===== config.mk =====
export PLATFORM = sky130hd
export DESIGN_NAME = ccsb_core
export DESIGN_NICKNAME = d
export VERILOG_FILES = /design/src/hdl/ccsb_pkg.sv /design/src/hdl/ccsb_alu_if.sv /design/src/hdl/ccsb_alu.sv /design/src/hdl/ccsb_core.sv
export VERILOG_INCLUDE_DIRS = /design/src /design/src/hdl
export SDC_FILE = /design/constraint.sdc
export NUM_CORES = 1
export LEC_CHECK = 0
export CORE_ASPECT_RATIO = 0.8
export CORE_MARGIN = 2
export CORE_UTILIZATION = 60
export CTS_CLUSTER_SIZE = 30
export DETAILED_ROUTE_END_ITERATION = 12
export DONT_BUFFER_PORTS = 1
export PLACE_DENSITY_LB_ADDON = 0.2
export SYNTH_ARGS = -nofsm -noshare
export SYNTH_HDL_FRONTEND = slang
export SYNTH_HIERARCHICAL = 1
export SYNTH_SLANG_ARGS = --single-unit

===== constraint.sdc =====
create_clock -name clk -period 3.2 [get_ports clk]
set_input_delay 0.16 -clock clk [delete_from_list [all_inputs] [get_ports clk]]
set_output_delay 0.16 -clock clk [all_outputs]
set_load 0.01 [all_outputs]

===== src/hdl/ccsb_defines.svh =====
// Purpose: Constants for the invert, compare-skip and BCD adjust decoder
// Assumes: 16-bit instruction words, 8-bit data, 12-bit data addresses
// Notes:   Definitions only
`ifndef CCSB_DEFINES_SVH
`define CCSB_DEFINES_SVH

// ----------------------------------------------------------------
// Encodings
// ----------------------------------------------------------------
`define CCSB_INV_MASK     16'hFC00
`define CCSB_INV_CODE     16'h1C00
`define CCSB_SKIP_MASK    16'hFE00
`define CCSB_SKIP_EQ_CODE 16'h6200
`define CCSB_SKIP_GT_CODE 16'h6400
`define CCSB_SKIP_LT_CODE 16'h6000
`define CCSB_BCD_WORD     16'h0007

// ----------------------------------------------------------------
// Operand fields
// ----------------------------------------------------------------
`define CCSB_DEST_BIT     9
`define CCSB_BANK_BIT     8
`define CCSB_FILE_MSB     7

// ----------------------------------------------------------------
// Data memory addressing
// ----------------------------------------------------------------
`define CCSB_INDEX_LIMIT  8'h5F
`define CCSB_ACCESS_SPLIT 8'h60
`define CCSB_LOW_BANK     4'h0
`define CCSB_HIGH_BANK    4'hF

// ----------------------------------------------------------------
// Arithmetic
// ----------------------------------------------------------------
`define CCSB_BCD_LIMIT    5'h09
`define CCSB_BCD_FIX      5'h06
`define CCSB_SKIP_ONE     2'h1
`define CCSB_SKIP_TWO     2'h2
`define CCSB_SKIP_NONE    2'h0

`endif


===== src/hdl/ccsb_pkg.sv =====
// Purpose: Types shared by the decoder core and its arithmetic unit
// Assumes: Constants come from ccsb_defines.svh
// Notes:   Holds types only
package ccsb_pkg;

  typedef enum logic [1:0] {
    CCSB_Q1,
    CCSB_Q2,
    CCSB_Q3,
    CCSB_Q4
  } ccsb_phase_type;

  typedef enum logic [2:0] {
    CCSB_OP_NONE,
    CCSB_OP_INVERT,
    CCSB_OP_SKIP_EQ,
    CCSB_OP_SKIP_GT,
    CCSB_OP_SKIP_LT,
    CCSB_OP_BCD
  } ccsb_op_type;

  typedef struct packed {
    ccsb_phase_type phase;
    ccsb_op_type    op;
    logic           dest;
    logic [7:0]     operand;
    logic [1:0]     skipLeft;
    logic [11:0]    memAddr;
    logic           memReadEn;
    logic [7:0]     memWrData;
    logic           memWrEn;
    logic [7:0]     accWrData;
    logic           accWrEn;
    logic           negFlag;
    logic           zeroFlag;
    logic           nzWrEn;
    logic           carryFlag;
    logic           carryWrEn;
    logic           discardNext;
    logic           cycleStart;
    logic           handled;
  } ccsb_state_type;

endpackage : ccsb_pkg


===== src/hdl/ccsb_alu_if.sv =====
// Purpose: Carrier between the decoder core and its arithmetic unit
// Assumes: Purely combinational traffic
// Notes:   One modport per side
interface ccsb_alu_if;
  ccsb_pkg::ccsb_op_type op;
  logic [7:0]            operand;
  logic [7:0]            accum;
  logic                  carryIn;
  logic                  halfCarryIn;
  logic [7:0]            result;
  logic                  negative;
  logic                  zero;
  logic                  carryOut;
  logic                  skipTaken;

  modport core (
    output op,
    output operand,
    output accum,
    output carryIn,
    output halfCarryIn,
    input  result,
    input  negative,
    input  zero,
    input  carryOut,
    input  skipTaken
  );

  modport alu (
    input  op,
    input  operand,
    input  accum,
    input  carryIn,
    input  halfCarryIn,
    output result,
    output negative,
    output zero,
    output carryOut,
    output skipTaken
  );
endinterface : ccsb_alu_if


===== src/hdl/ccsb_alu.sv =====
// Purpose: Result, flags and skip decision for the decoded operation
// Assumes: Operand and accumulator stable while the result is used
// Notes:   No storage
`include "ccsb_defines.svh"

module ccsb_alu (
  ccsb_alu_if.alu bus
);

  logic [8:0] diff;
  logic [4:0] lowSum;
  logic [4:0] highBase;
  logic [4:0] highSum;
  logic [7:0] bcdResult;

  always_comb begin
    diff = {1'b0, bus.operand} - {1'b0, bus.accum};

    lowSum = {1'b0, bus.operand[3:0]};
    if ((lowSum > `CCSB_BCD_LIMIT) || bus.halfCarryIn) begin
      lowSum = lowSum + `CCSB_BCD_FIX;
    end

    highBase = {1'b0, bus.operand[7:4]} + {4'h0, bus.halfCarryIn};
    highSum  = highBase;
    if ((highBase > `CCSB_BCD_LIMIT) || bus.carryIn) begin
      highSum = highBase + `CCSB_BCD_FIX;
    end
    bcdResult = {highSum[3:0], lowSum[3:0]};

    bus.result    = 8'h00;
    bus.carryOut  = bus.carryIn;
    bus.skipTaken = 1'b0;
    unique case (bus.op)
      ccsb_pkg::CCSB_OP_INVERT: begin
        bus.result = ~bus.operand;
      end
      ccsb_pkg::CCSB_OP_SKIP_EQ: bus.skipTaken = (diff == 9'h000);
      ccsb_pkg::CCSB_OP_SKIP_GT: bus.skipTaken = !diff[8] &&
                                                  (diff != 9'h000);
      ccsb_pkg::CCSB_OP_SKIP_LT: bus.skipTaken = diff[8];
      ccsb_pkg::CCSB_OP_BCD: begin
        bus.result   = bcdResult;
        bus.carryOut = highSum[4] | bus.carryIn;
      end
      ccsb_pkg::CCSB_OP_NONE: bus.result = 8'h00;
      default: bus.result = 8'h00;
    endcase

    bus.negative = bus.result[7];
    bus.zero     = (bus.result == 8'h00);
  end

endmodule : ccsb_alu


===== src/hdl/ccsb_core.sv =====
// Purpose: Executes invert, compare-and-skip and BCD adjust instructions
// Assumes: Instruction word valid in Q1; file data valid in Q2;
//          accumulator and flags stable for the whole cycle
// Notes:   One instruction cycle is four clocks, Q1 to Q4
`include "ccsb_defines.svh"

// Summary of operation
// - Invert decoded from top bits 000111
// - Inverse goes to accumulator or file
// - Invert touches only negative and zero
// - Bank bit picks access bank or pointer
// - Extended mode low addresses use indexing
// - Equal compare skips next instruction
// - Greater compare skips next instruction
// - Less compare skips next instruction
// - Compares unsigned, no flags, no writes
// - Taken skip inserts one no-operation cycle
// - Skipped two-word instruction costs two cycles
// - Adjust low nibble by six when needed
// - Adjust high nibble with half carry, six
// - Adjust fixed word, one cycle, carry only
module ccsb_core (
  input  wire logic        clk,
  input  wire logic        rst_n,
  input  wire logic [15:0] instrWord,
  input  wire logic        nextTwoWord,
  input  wire logic [7:0]  fileData,
  input  wire logic [7:0]  accumulatorReg,
  input  wire logic        carryIn,
  input  wire logic        halfCarryFlag,
  input  wire logic [3:0]  bankPointer,
  input  wire logic        extendedEn,
  input  wire logic [11:0] indexBase,
  output logic             cycleStart,
  output logic             handled,
  output logic [11:0]      memAddr,
  output logic             memReadEn,
  output logic [7:0]       memWrData,
  output logic             memWrEn,
  output logic [7:0]       accWrData,
  output logic             accWrEn,
  output logic             negFlag,
  output logic             zeroFlag,
  output logic             nzWrEn,
  output logic             carryFlag,
  output logic             carryWrEn,
  output logic             discardNext
);

  // ----------------------------------------------------------------
  // Decode helpers
  // ----------------------------------------------------------------
  function automatic ccsb_pkg::ccsb_op_type decodeOp(
    input logic [15:0] word
  );
    ccsb_pkg::ccsb_op_type op;
    op = ccsb_pkg::CCSB_OP_NONE;
    if ((word & `CCSB_INV_MASK) == `CCSB_INV_CODE) begin
      op = ccsb_pkg::CCSB_OP_INVERT;
    end else if ((word & `CCSB_SKIP_MASK) == `CCSB_SKIP_EQ_CODE) begin
      op = ccsb_pkg::CCSB_OP_SKIP_EQ;
    end else if ((word & `CCSB_SKIP_MASK) == `CCSB_SKIP_GT_CODE) begin
      op = ccsb_pkg::CCSB_OP_SKIP_GT;
    end else if ((word & `CCSB_SKIP_MASK) == `CCSB_SKIP_LT_CODE) begin
      op = ccsb_pkg::CCSB_OP_SKIP_LT;
    end else if (word == `CCSB_BCD_WORD) begin
      op = ccsb_pkg::CCSB_OP_BCD;
    end
    return op;
  endfunction : decodeOp

  function automatic logic [11:0] fileAddr(
    input logic [7:0]  f,
    input logic        bankSel,
    input logic [3:0]  ptr,
    input logic        ext,
    input logic [11:0] base
  );
    logic [11:0] addr;
    addr = {ptr, f};
    if (!bankSel) begin
      if (ext && (f <= `CCSB_INDEX_LIMIT)) begin
        addr = base + {4'h0, f};
      end else if (f < `CCSB_ACCESS_SPLIT) begin
        addr = {`CCSB_LOW_BANK, f};
      end else begin
        addr = {`CCSB_HIGH_BANK, f};
      end
    end
    return addr;
  endfunction : fileAddr

  function automatic logic isSkipOp(input ccsb_pkg::ccsb_op_type op);
    return (op == ccsb_pkg::CCSB_OP_SKIP_EQ) ||
           (op == ccsb_pkg::CCSB_OP_SKIP_GT) ||
           (op == ccsb_pkg::CCSB_OP_SKIP_LT);
  endfunction : isSkipOp

  // ----------------------------------------------------------------
  // State
  // ----------------------------------------------------------------
  ccsb_pkg::ccsb_state_type cur;
  ccsb_pkg::ccsb_state_type next_cur;
  ccsb_pkg::ccsb_op_type    decoded;

  ccsb_alu_if aluBus ();

  ccsb_alu u_alu (
    .bus (aluBus.alu)
  );

  always_comb begin
    aluBus.op          = cur.op;
    aluBus.operand     = cur.operand;
    aluBus.accum       = accumulatorReg;
    aluBus.carryIn     = carryIn;
    aluBus.halfCarryIn = halfCarryFlag;
  end

  // ----------------------------------------------------------------
  // Next state
  // ----------------------------------------------------------------
  always_comb begin
    next_cur           = cur;
    decoded            = decodeOp(instrWord);
    // Strobes last exactly one clock: write strobes in Q4, memReadEn in Q2
    next_cur.memWrEn   = 1'b0;
    next_cur.accWrEn   = 1'b0;
    next_cur.nzWrEn    = 1'b0;
    next_cur.carryWrEn = 1'b0;
    next_cur.memReadEn = 1'b0;
    next_cur.cycleStart = (cur.phase == ccsb_pkg::CCSB_Q4);

    unique case (cur.phase)
      ccsb_pkg::CCSB_Q1: begin
        next_cur.phase = ccsb_pkg::CCSB_Q2;
        if (cur.skipLeft != `CCSB_SKIP_NONE) begin
          next_cur.op      = ccsb_pkg::CCSB_OP_NONE;
          next_cur.handled = 1'b0;
        end else begin
          next_cur.op      = decoded;
          next_cur.handled = (decoded != ccsb_pkg::CCSB_OP_NONE);
          next_cur.dest    = instrWord[`CCSB_DEST_BIT];
          next_cur.memAddr = fileAddr(instrWord[`CCSB_FILE_MSB:0],
                                      instrWord[`CCSB_BANK_BIT],
                                      bankPointer, extendedEn,
                                      indexBase);
          next_cur.memReadEn = (decoded != ccsb_pkg::CCSB_OP_NONE) &&
                               (decoded != ccsb_pkg::CCSB_OP_BCD);
        end
      end
      ccsb_pkg::CCSB_Q2: begin
        next_cur.phase = ccsb_pkg::CCSB_Q3;
        // Adjust works on the accumulator, the rest on file data
        next_cur.operand = (cur.op == ccsb_pkg::CCSB_OP_BCD) ?
                           accumulatorReg : fileData;
      end
      ccsb_pkg::CCSB_Q3: begin
        next_cur.phase = ccsb_pkg::CCSB_Q4;
        unique case (cur.op)
          ccsb_pkg::CCSB_OP_INVERT: begin
            if (cur.dest) begin
              next_cur.memWrData = aluBus.result;
              next_cur.memWrEn   = 1'b1;
            end else begin
              next_cur.accWrData = aluBus.result;
              next_cur.accWrEn   = 1'b1;
            end
            next_cur.negFlag  = aluBus.negative;
            next_cur.zeroFlag = aluBus.zero;
            next_cur.nzWrEn   = 1'b1;
          end
          ccsb_pkg::CCSB_OP_BCD: begin
            next_cur.accWrData = aluBus.result;
            next_cur.accWrEn   = 1'b1;
            next_cur.carryFlag = aluBus.carryOut;
            next_cur.carryWrEn = 1'b1;
          end
          ccsb_pkg::CCSB_OP_SKIP_EQ,
          ccsb_pkg::CCSB_OP_SKIP_GT,
          ccsb_pkg::CCSB_OP_SKIP_LT,
          ccsb_pkg::CCSB_OP_NONE: next_cur.memWrEn = 1'b0;
          default: next_cur.memWrEn = 1'b0;
        endcase
      end
      ccsb_pkg::CCSB_Q4: begin
        next_cur.phase = ccsb_pkg::CCSB_Q1;
        if (cur.skipLeft != `CCSB_SKIP_NONE) begin
          next_cur.skipLeft    = cur.skipLeft - `CCSB_SKIP_ONE;
          next_cur.discardNext = (cur.skipLeft != `CCSB_SKIP_ONE);
        end else if (isSkipOp(cur.op) && aluBus.skipTaken) begin
          next_cur.skipLeft    = nextTwoWord ? `CCSB_SKIP_TWO :
                                               `CCSB_SKIP_ONE;
          next_cur.discardNext = 1'b1;
        end
      end
    endcase
  end

  // ----------------------------------------------------------------
  // Registers
  // ----------------------------------------------------------------
  always_ff @(posedge clk or negedge rst_n) begin
    if (!rst_n) begin
      cur <= '{phase: ccsb_pkg::CCSB_Q1, op: ccsb_pkg::CCSB_OP_NONE,
               default: '0};
    end else begin
      cur <= next_cur;
    end
  end

  always_comb begin
    cycleStart  = cur.cycleStart;
    handled     = cur.handled;
    memAddr     = cur.memAddr;
    memReadEn   = cur.memReadEn;
    memWrData   = cur.memWrData;
    memWrEn     = cur.memWrEn;
    accWrData   = cur.accWrData;
    accWrEn     = cur.accWrEn;
    negFlag     = cur.negFlag;
    zeroFlag    = cur.zeroFlag;
    nzWrEn      = cur.nzWrEn;
    carryFlag   = cur.carryFlag;
    carryWrEn   = cur.carryWrEn;
    discardNext = cur.discardNext;
  end

endmodule : ccsb_core


==> results of run 1 <==
[how the worst max path moves through the flow]
| stage | startpoint | to | slack (ps) |
|---|---|---|---|
| floorplan | aluBus.operand[0] | discardNext | 510 |
| global placement | aluBus.operand[0] | discardNext | 390 |
| detailed placement | aluBus.operand[0] | discardNext | 260 |
| CTS | aluBus.operand[0] | discardNext | 200 |
| global route | aluBus.operand[0] | discardNext | 30 |
| finish | aluBus.operand[0] | discardNext | 240 |
[layout make-up]
class,count,area (sq um),share of cell area
Clock buffer,6,72.6,0.0181
Clock inverter,2,38.8,0.00965
Inverter,32,120,0.0299
Multi-Input combinational cell,316,2210,0.549
Sequential cell,55,1380,0.343
Tap cell,84,105,0.0261
Timing Repair Buffer,9,100,0.0249
[state kept, by name (all words and copies together) (netlist names)]
name,count
accWrData,8
accWrEn,1
aluBus.op,3
aluBus.operand,8
carryFlag,1
carryWrEn,1
cur,5
cycleStart,1
discardNext,1
handled,1
memAddr,12
memReadEn,1
memWrData,8
memWrEn,1
negFlag,1
nzWrEn,1
zeroFlag,1
[what timing repair did]
item,4_1_cts,5_1_grt
hold endpoints to repair,59,0
gates resized for setup,0,1
hold buffers,6,0
endpoints found under the setup margin,0,2
buffers inserted,0,1
[power groups by stage]
stage	logic, mW	registers, mW	clock network, mW
floorplan	0.218	0.746	0
global placement	0.222	0.762	0
detailed placement	0.227	0.763	0
CTS	0.251	0.749	0.483
global route	0.289	0.753	0.521
finish	0.253	0.748	0.475
[kinds of logic after synthesis]
family | Yosys count | share of synthesized area
adders and majority gates | 26 | 0.0857
muxes | 33 | 0.0895
buffers and inverters | 71 | 0.0977
DFF | 55 | 0.347
AOI/OAI and AO/OA | 114 | 0.191
xor gates and xnor gates | 8 | 0.0176
and+or+nand+nor | 135 | 0.171
[per-layer routing]
layer / part of all wire / GRT usage
met1: 0.49 / 0.380
met2: 0.44 / 0.355
met3: 0.072 / 0.0629
met4: 0.0031 / 0.0275
met5: 0 / 0
[through the flow]
stage | cell area, sq um | utilization | hold WS (ps)
finish | 4020 | 0.627 | 8.89
global route | 4020 | 0.627 | 9.15
CTS | 4010 | 0.626 | 5.82
detailed placement | 3820 | 0.596 | -134
global placement | 3820 | 0.596 | -134
floorplan | 3970 | - | -136
[placed cells by master, fill, tap and decap left out, drive strengths merged, types with 5 or more instances in the layout]
master / instances
o21a: 6
nor2b: 6
o21ai: 27
dlygate4sd3: 5
a31oi: 7
ha: 24
nor3: 6
nand2: 34
inv: 33
a21oi: 34
nor2: 38
clkbuf: 6
mux2i: 13
nand3: 13
nor4: 6
mux2: 20
dfrtp: 55
xnor2: 6
o211ai: 5
==> results.md, run 1 <==
| Group | Parameter | This run |
|:---|:---|:---|
| job | Number of max-cap violations | 0 |
| worst setup path | Slack of the worst reg-to-reg path | 240 ps |
| detailed routing | Post-DR vias/cell | 6.07 |
| sta | Ratio of final minimum period to clock period | 0.925 |
| power and ir drop | Seq pwr share | 0.507 |
| floorplanning | Floorplan row count | 26 |
| synth | Cell variety after synth | 69 |
| clock network | Deepest clock path buffer count | 2 |
| worst setup path | Critical-path maximum fanout | 3 |
| synth | Proportion of synthesized flip-flops having asynchronous set or reset | 1.00 |
| synth | Most frequent cell after synthesis | sky130_fd_sc_hd__dfrtp_1 |
| worst setup path | Type of the setup path with the least slack | reg -> reg |
| power and ir drop | Power density cells | 367 nW/um^2 |
| power and ir drop | Leak pwr | 1.86 nW |
| floorplanning | Floorplan die width | 94.9 um |
| worst setup path | Worst setup SP type | register |
| worst setup path | Cells along the critical path | inv_1 > ha_1 > fa_1 > xor2_1 > o2111ai_1 > a311oi_1 > o211ai_1 > or4_1 > nand3_1 > o21ai_0 > a22oi_1 > o22a_1 |
| grt | Maximum number of pins on one net before global-route repair | 56 |
| power and ir drop | Logic gate share of total power | 0.172 |
| sta | Setup Viol. Count Final | 0 |
| sta | Rel. slew slack | 0.536 |
| clock network | Clock-pin slew of the registers on the worst-case setup and hold paths | 100 ps |
| worst setup path | Reg2Reg Depth | 12 |
| placement | Placed cell count | 489 |
| worst setup path | Endpoint kind of the worst setup timing path | register |
| floorplanning | Starting Density | 0.619 |
| placement | Routability congestion estimate from global placement | 0.929 |
| power and ir drop | Worst ir drop on vdd | 289 uV |
| synth | Number of enable flip-flop cells after synthesis | 0 |
| worst setup path | Total number of cells along the worst setup path | 12 |
| sta | Max Freq | 338 MHz |
| worst setup path | R2R Path End | discardNext |
| worst setup path | Delay contributed by the slowest stage of the critical path | 530 ps |
| synth | Fraction of synthesized cell area taken by the top area cell type | 0.347 |
| detailed routing | Routed wire length | 8580 um |
| placement | Number of port buffers | 0 |
| grt | Global-route wire length before repair | 14,500 um |
| synth | Dominant cells by area after synthesis | sky130_fd_sc_hd__dfrtp_1, sky130_fd_sc_hd__ha_1, sky130_fd_sc_hd__mux2_2 |
| power and ir drop | Switch share | 0.276 |
| synth | Library cell with the largest summed area after synthesis | sky130_fd_sc_hd__dfrtp_1 |
| grt | Antenna violations before repair | 0 |
| outcome | Status | completed |
| sta | RSZ-0062 raised after global routing | no |
| cells and area | Filler Cells Inserted | 547 |
| worst setup path | Dominant delay contributor by cell family on the critical path | compound AO/OA/AOI/OAI gates |
| sta | Setup total negative slack | 0 ps |
| cells and area | Nets | 499 |
| cells and area | Total inserted antenna cells | 0 |
| grt | Total congestion overflow | 0 |
| synth | Commonest cells in the netlist | sky130_fd_sc_hd__dfrtp_1, sky130_fd_sc_hd__nor2_1, sky130_fd_sc_hd__nand2_1 |
| cells and area | Area growth from synthesis to layout | 1.26% |
| power and ir drop | Power share of the clock group | 0.322 |
| sta | Final worst clock skew | 9.70 ps |
| clock network | Clock insertion delay at the later pin of the skew report | 310 ps |
| power and ir drop | Total power | 1.48 mW |
| floorplanning | Num ports | 93 |
| synth | Syn Area/Cell | 8.98 sq um |
| worst setup path | Buffers plus inverters on the worst setup path | 1 |
| clock network | Total number of clock tree sinks | 55 |
| detailed routing | Residual DRC | 0 |
| sta | Minimum setup slack in the final design | 240 ps |
| grt | Global router's overall resource usage | 0.246 |
| power and ir drop | Internal Power | 1.07 mW |
| worst hold path | Worst min path class | in -> reg |
| placement | Placement Setup Slack | 257 ps |
| worst setup path | Worst reg2reg path startpoint | aluBus.operand[0] |
| synth | Post-synth design cell area | 3970 sq um |
| clock network | Number of buffers inserted during clock tree synthesis | 5 |
| synth | Net count after synthesis | 522 |
| sta | Min Clock Period, post-route | 2960 ps |
| worst setup path | Cell with the largest stage delay on the worst path | sky130_fd_sc_hd__or4_1 |
| sta | Count of endpoints failing hold in the final timing report | 0 |
| power and ir drop | Psw | 408 uW |
| synth | Sequential cell area fraction in the yosys report | 0.347 |
| synth | Primary flip-flop cell chosen by synthesis mapping | sky130_fd_sc_hd__dfrtp_1 |
| detailed routing | Number of vias after detailed routing | 3,060 |
| cells and area | Non-filler instance count after layout | 504 |
| worst setup path | Data arrival time of the worst path | 3210 ps |
| worst hold path | Depth of the worst hold-timing path | 2 |
| clock network | Root buffer cell | sky130_fd_sc_hd__clkbuf_8 |
| detailed routing | Antenna violation net count after detailed routing | 0 |
| cells and area | Layout cell share with drive strength beyond 1 | 0.102 |
| placement | Detailed-placement wirelength estimate | 6650 um |
| sta | Slew at the pin closest to its max-slew limit | 697 ps |
| synth | Number of warnings printed during yosys synthesis | 6 |
| worst hold path | Worst min-delay path startpoint | instrWord[2] |
| floorplanning | Die area | 7290 sq um |
| floorplanning | Die boundary height | 76.8 um |
| clock network | Clock tree from TritonCTS | yes |
| synth | Gate Count Post-Synth | 442 |
| clock network | Number of H-tree levels | 2 |
| worst hold path | Hold Crit Endpoint | memAddr[2] |
| worst setup path | Data required time at the worst endpoint | 3450 ps |
| sta | Slew Viols, Final | 0 |
| floorplanning | Placeable core region | 6410 sq um |
| detailed routing | Wire per inst | 17.0 um |
| grt | Vias in the first global route | 2,965 |
| detailed routing | Number of DRC markers after the initial detailed-route iteration | 250 |
| synth | Synthesis-stage register bit count | 55 |
| detailed routing | Drt first pass iters | 4 |
Note: power is estimated with default switching activity, not from simulation.
==> run 2: changes to the inputs <==
- CELL_PAD_IN_SITES_DETAIL_PLACEMENT: not set -> 1
- CELL_PAD_IN_SITES_GLOBAL_PLACEMENT: not set -> 2
- CORE_UTILIZATION: 60 -> 38
==> results.md, run 2 (synthesis results as in run 1) <==
| Group | Parameter | This run |
|:---|:---|:---|
| sta | Final worst clock skew | 5.29 ps |
| sta | Setup total negative slack | 0 ps |
| cells and area | Most frequent standard cell in the layout excluding fill and tap cells | sky130_fd_sc_hd__dfrtp_1 |
| power and ir drop | Total power | 1.65 mW |
| cells and area | Most frequent cells in the layout | sky130_fd_sc_hd__dfrtp_1, sky130_fd_sc_hd__nor2_1, sky130_fd_sc_hd__nand2_1 |
| detailed routing | Antenna violation net count after detailed routing | 0 |
| sta | Min Clock Period, post-route | 2880 ps |
| worst hold path | Worst min-delay path startpoint | instrWord[2] |
| sta | Count of endpoints failing hold in the final timing report | 0 |
| clock network | Clock tree from TritonCTS | yes |
| sta | Slew at the pin closest to its max-slew limit | 767 ps |
| placement | Placed cell count | 549 |
| cells and area | Area growth from synthesis to layout | 4.98% |
| detailed routing | Wire per inst | 18.8 um |
| clock network | Clock-pin slew of the registers on the worst-case setup and hold paths | 70 ps |
| floorplanning | Starting Density | 0.389 |
| sta | Rel. slew slack | 0.488 |
| power and ir drop | Power density cells | 397 nW/um^2 |
| placement | Number of port buffers | 0 |
| clock network | Total number of clock tree sinks | 55 |
| job | Number of max-cap violations | 0 |
| worst setup path | Data required time at the worst endpoint | 3440 ps |
| power and ir drop | Leak pwr | 1.90 nW |
| grt | Total congestion overflow | 0 |
| worst setup path | Type of the setup path with the least slack | reg -> reg |
| detailed routing | Residual DRC | 0 |
| sta | Setup Viol. Count Final | 0 |
| cells and area | Max FFs per register | 12 |
| sta | RSZ-0062 raised after global routing | no |
| floorplanning | Num ports | 93 |
| worst setup path | Cell with the largest stage delay on the worst path | sky130_fd_sc_hd__or4_1 |
| clock network | Post-CTS Setup Bufs | 0 |
| detailed routing | Number of vias after detailed routing | 3,129 |
| floorplanning | Floorplan die width | 118 um |
| worst hold path | Worst min path class | in -> reg |
| clock network | Deepest clock path buffer count | 2 |
| cells and area | Layout cell share with drive strength beyond 1 | 0.106 |
| worst setup path | Delay contributed by the slowest stage of the critical path | 530 ps |
| grt | Vias in the first global route | 3,142 |
| detailed routing | Number of DRC markers after the initial detailed-route iteration | 141 |
| clock network | Number of H-tree levels | 2 |
| worst setup path | Cells along the critical path | inv_1 > ha_1 > fa_1 > xor2_1 > o2111ai_1 > a311oi_1 > o211ai_1 > or4_1 > nand3_1 > o21ai_1 > a22oi_1 > o22a_1 |
| sta | Ratio of final minimum period to clock period | 0.902 |
| grt | Global router's overall resource usage | 0.191 |
| power and ir drop | Worst ir drop on vdd | 296 uV |
| sta | Slew Viols, Final | 0 |
| worst setup path | Worst setup SP type | register |
| worst setup path | Dominant delay contributor by cell family on the critical path | compound AO/OA/AOI/OAI gates |
| sta | Minimum setup slack in the final design | 315 ps |
| detailed routing | Post-DR vias/cell | 5.56 |
| cells and area | Nets | 502 |
| cells and area | Non-filler instance count after layout | 563 |
| floorplanning | Floorplan row count | 33 |
| cells and area | Filler Cells Inserted | 1,185 |
| worst setup path | Data arrival time of the worst path | 3120 ps |
| detailed routing | Drt first pass iters | 4 |
| placement | Detailed-placement wirelength estimate | 8200 um |
| worst setup path | Critical-path maximum fanout | 3 |
| worst setup path | Buffers plus inverters on the worst setup path | 1 |
| floorplanning | Die boundary height | 95.4 um |
| worst setup path | Worst reg2reg path startpoint | aluBus.operand[0] |
| placement | Routability congestion estimate from global placement | 0.807 |
| grt | Antenna violations before repair | 0 |
| worst setup path | Endpoint kind of the worst setup timing path | register |
| clock network | Root buffer cell | sky130_fd_sc_hd__clkbuf_16 |
| clock network | Number of buffers inserted during clock tree synthesis | 5 |
| sta | Worst hold slack | 26.8 ps |
| outcome | Status | completed |
| grt | Maximum number of pins on one net before global-route repair | 56 |
| grt | Global-route wire length before repair | 16,700 um |
| sta | Max Freq | 347 MHz |
| cells and area | Total inserted antenna cells | 0 |
| worst setup path | Startpoint of the most critical setup path | aluBus.operand[0] |
| clock network | Clock insertion delay at the later pin of the skew report | 300 ps |
| placement | Placement Setup Slack | 290 ps |
| floorplanning | Die area | 11,300 sq um |
| floorplanning | Placeable core region | 10,200 sq um |
| detailed routing | Routed wire length | 10,600 um |
-- run 2: cell types whose count changed in the layout (fill, tap and decap cells not counted) --
cell	previous run	this run
sky130_fd_sc_hd__dfrtp_2	1	0
sky130_fd_sc_hd__o21ai_0	25	24
sky130_fd_sc_hd__clkbuf_8	5	0
sky130_fd_sc_hd__clkbuf_16	0	5
sky130_fd_sc_hd__buf_4	3	6
sky130_fd_sc_hd__o21ai_1	2	3
sky130_fd_sc_hd__dfrtp_1	54	55
-- run 2: worst paths after layout --
check,end,slack [ps],cells past startpoint
max in group asynchronous,memWrData[0],2550,2
max,discardNext,320,12
min reg2reg,discardNext,550,1
max reg2reg,discardNext,320,12
min,memAddr[2],30,2
min in group asynchronous,carryFlag,370,2
-- run 2: layer usage --
| layer | up-vias | wire length, um | GRT usage | share of wire |
|---|---|---|---|---|
| met5 | - | 0 | 0 | 0 |
| li1 | 1517 | - | - | - |
| met1 | 1542 | 5390 | 0.275 | 0.51 |
| met2 | 64 | 4540 | 0.289 | 0.43 |
| met3 | 6 | 613 | 0.0526 | 0.058 |
| met4 | 0 | 57 | 0.0331 | 0.0054 |
-- run 2: cell type report --
| cell class | instances | area, sq um | share of cell area |
|---|---|---|---|
| inverter | 32 | 120 | 0.0288 |
| sequential | 55 | 1380 | 0.330 |
| clock inverter | 2 | 38.8 | 0.00931 |
| multi-input combinational | 316 | 2210 | 0.529 |
| clock buffer | 6 | 129 | 0.0309 |
| timing repair buffer | 12 | 123 | 0.0294 |
| tap | 140 | 175 | 0.0420 |
-- run 2: repair_timing --
| action | 4_1_cts | 5_1_grt |
|---|---|---|
| hold buffers | 6 | 0 |
| hold endpoints to repair | 59 | 0 |
| setup endpoints to repair | 0 | 2 |
| gates resized for setup | 0 | 1 |
-- run 2: metrics by stage --
stage               area (sq um)   util
floorplan                   3970      -
global placement            3920  0.385
detailed placement          3920  0.385
CTS                         4170  0.409
global route                4170  0.409
finish                      4170  0.409
-- run 2: report_power, final --
part,total (mW),leakage (nW),switching (mW),internal [mW]
combinational,0.265,1.12,0.150,0.115
sequential,0.746,0.693,0.0288,0.718
clock,0.642,0.0815,0.269,0.373
total,1.65,1.90,0.448,1.21
==> run 3: changes to the inputs <==
- clock period: 3.2 -> 3 ns (I/O delays scaled with it)
==> results.md, run 3 (synthesis results as in run 1) <==
| Group | Parameter | This run |
|:---|:---|:---|
| job | Number of max-cap violations | 0 |
| worst setup path | Type of the setup path with the least slack | reg -> reg |
| worst setup path | Critical-path maximum fanout | 3 |
| clock network | Clock tree from TritonCTS | yes |
| grt | Global router's overall resource usage | 0.188 |
| detailed routing | Residual DRC | 0 |
| floorplanning | Starting Density | 0.389 |
| power and ir drop | Power density cells | 424 nW/um^2 |
| floorplanning | Floorplan die width | 118 um |
| cells and area | Total inserted antenna cells | 0 |
| detailed routing | Drt first pass iters | 4 |
| floorplanning | Floorplan row count | 33 |
| outcome | Status | completed |
| placement | Detailed-placement wirelength estimate | 8170 um |
| clock network | Clock insertion delay at the later pin of the skew report | 300 ps |
| worst setup path | Data required time at the worst endpoint | 3240 ps |
| detailed routing | Antenna violation net count after detailed routing | 0 |
| cells and area | Nets | 505 |
| detailed routing | Wire per inst | 18.7 um |
| worst setup path | Buffers plus inverters on the worst setup path | 1 |
| clock network | Clock-pin slew of the registers on the worst-case setup and hold paths | 80 ps |
| sta | Final worst clock skew | 9.22 ps |
| power and ir drop | Switch share | 0.275 |
| grt | Total congestion overflow | 0 |
| floorplanning | Die area | 11,300 sq um |
| worst setup path | Data arrival time of the worst path | 3040 ps |
| power and ir drop | Total power | 1.78 mW |
| grt | Maximum number of pins on one net before global-route repair | 56 |
| clock network | Number of H-tree levels | 2 |
| grt | Vias in the first global route | 3,068 |
| power and ir drop | Psw | 490 uW |
| power and ir drop | Internal Power | 1.29 mW |
| sta | Slew Viols, Final | 0 |
| grt | Antenna violations before repair | 0 |
| cells and area | Most frequent standard cell in the layout excluding fill and tap cells | sky130_fd_sc_hd__dfrtp_1 |
| detailed routing | Number of vias after detailed routing | 3,174 |
| cells and area | Area growth from synthesis to layout | 5.61% |
| worst setup path | Worst setup SP type | register |
| sta | RSZ-0062 raised after global routing | no |
| worst setup path | Dominant delay contributor by cell family on the critical path | compound AO/OA/AOI/OAI gates |
| placement | Number of port buffers | 0 |
| sta | Min Clock Period, post-route | 2800 ps |
| cells and area | Max FFs per register | 12 |
| floorplanning | Num ports | 93 |
| placement | Routability congestion estimate from global placement | 0.859 |
| power and ir drop | Worst ir drop on vdd | 203 uV |
| power and ir drop | Power share of the clock group | 0.392 |
| clock network | Number of buffers inserted during clock tree synthesis | 5 |
| floorplanning | Die boundary height | 95.4 um |
| sta | Count of endpoints failing hold in the final timing report | 0 |
| cells and area | Most frequent cells in the layout | sky130_fd_sc_hd__dfrtp_1, sky130_fd_sc_hd__nor2_1, sky130_fd_sc_hd__nand2_1 |
| sta | Max Freq | 357 MHz |
| worst setup path | Cells along the critical path | inv_1 > ha_1 > fa_2 > nand2b_1 > a21oi_2 > o211ai_1 > a211o_1 > or4_1 > nand3_1 > o21ai_1 > a22oi_1 > o22a_1 |
| worst setup path | Cell with the largest stage delay on the worst path | sky130_fd_sc_hd__or4_1 |
| clock network | Total number of clock tree sinks | 55 |
| grt | Global-route wire length before repair | 16,500 um |
| detailed routing | Number of DRC markers after the initial detailed-route iteration | 115 |
| power and ir drop | Logic gate share of total power | 0.161 |
| worst hold path | Worst min path class | in -> reg |
| detailed routing | Routed wire length | 10,600 um |
| clock network | Deepest clock path buffer count | 2 |
| cells and area | Layout cell share with drive strength beyond 1 | 0.115 |
| sta | Rel. slew slack | 0.487 |
| sta | Slew at the pin closest to its max-slew limit | 769 ps |
| worst setup path | Endpoint kind of the worst setup timing path | register |
| worst setup path | Delay contributed by the slowest stage of the critical path | 400 ps |
| sta | Setup total negative slack | 0 ps |
| power and ir drop | Seq pwr share | 0.447 |
| detailed routing | Post-DR vias/cell | 5.61 |
| sta | Ratio of final minimum period to clock period | 0.934 |
| power and ir drop | Leak pwr | 1.91 nW |
| floorplanning | Placeable core region | 10,200 sq um |
| sta | Setup Viol. Count Final | 0 |
| clock network | Root buffer cell | sky130_fd_sc_hd__clkbuf_16 |
-- run 3: cell types whose count changed in the layout (fill, tap and decap cells not counted), sizes merged --
cell | before | now
buf | 7 | 10
-- run 3: power by group through the flow --
stage	registers, mW	clock network, mW	logic, mW
floorplan	0.796	0	0.233
global placement	0.810	0	0.252
detailed placement	0.811	0	0.258
CTS	0.796	0.713	0.286
global route	0.800	0.745	0.325
finish	0.796	0.697	0.286
-- run 3: metrics by stage --
step | cell area [sq um] | cells | hold slack (ps) | setup WS [ps] | util
5_1_grt | 4190 | 566 | 19.7 | 13.0 | 0.411
2_1_floorplan | 3970 | 442 | -146 | 314 | -
6_report | 4190 | 566 | 8.45 | 199 | 0.411
3_3_place_gp | 3930 | 550 | -144 | 142 | 0.385
3_5_place_dp | 3930 | 550 | -144 | 37.6 | 0.385
4_1_cts | 4180 | 564 | 8.08 | 6.42 | 0.409
-- run 3: area by class of cell --
type                       count  area (sq um)
clock buffer                   6           129
clock inverter                 2          38.8
fill                        1189          6010
inverter                      32           120
multi-input combinational    316          2210
sequential                    55          1380
tap                          140           175
timing repair buffer          15           145
-- run 3: final timing paths --
check	end	cells after the start	slack (ps)	start
max	discardNext	12	200	aluBus.operand[0]
min	memAddr[2]	2	8	instrWord[2]
max reg2reg	discardNext	12	200	aluBus.operand[0]
min reg2reg	discardNext	1	540	cur[40]
max in group asynchronous	memAddr[2]	2	2380	rst_n
min in group asynchronous	carryFlag	2	370	rst_n
-- run 3: layer usage --
layer	routed length [um]	part of all wire	track usage	vias up
met5	0	0	0	-
met1	5440	0.51	0.279	1585
li1	-	-	-	1523
met3	623	0.059	0.0484	6
met4	68	0.0064	0.0331	0
met2	4460	0.42	0.276	60
-- run 3: timing repair --
item                                   4_1_cts  5_1_grt
setup endpoints to repair                    0        2
gates resized for setup                      0        2
buffers inserted                             0        2
endpoints found under the hold margin       59        0
hold buffers                                 6        0
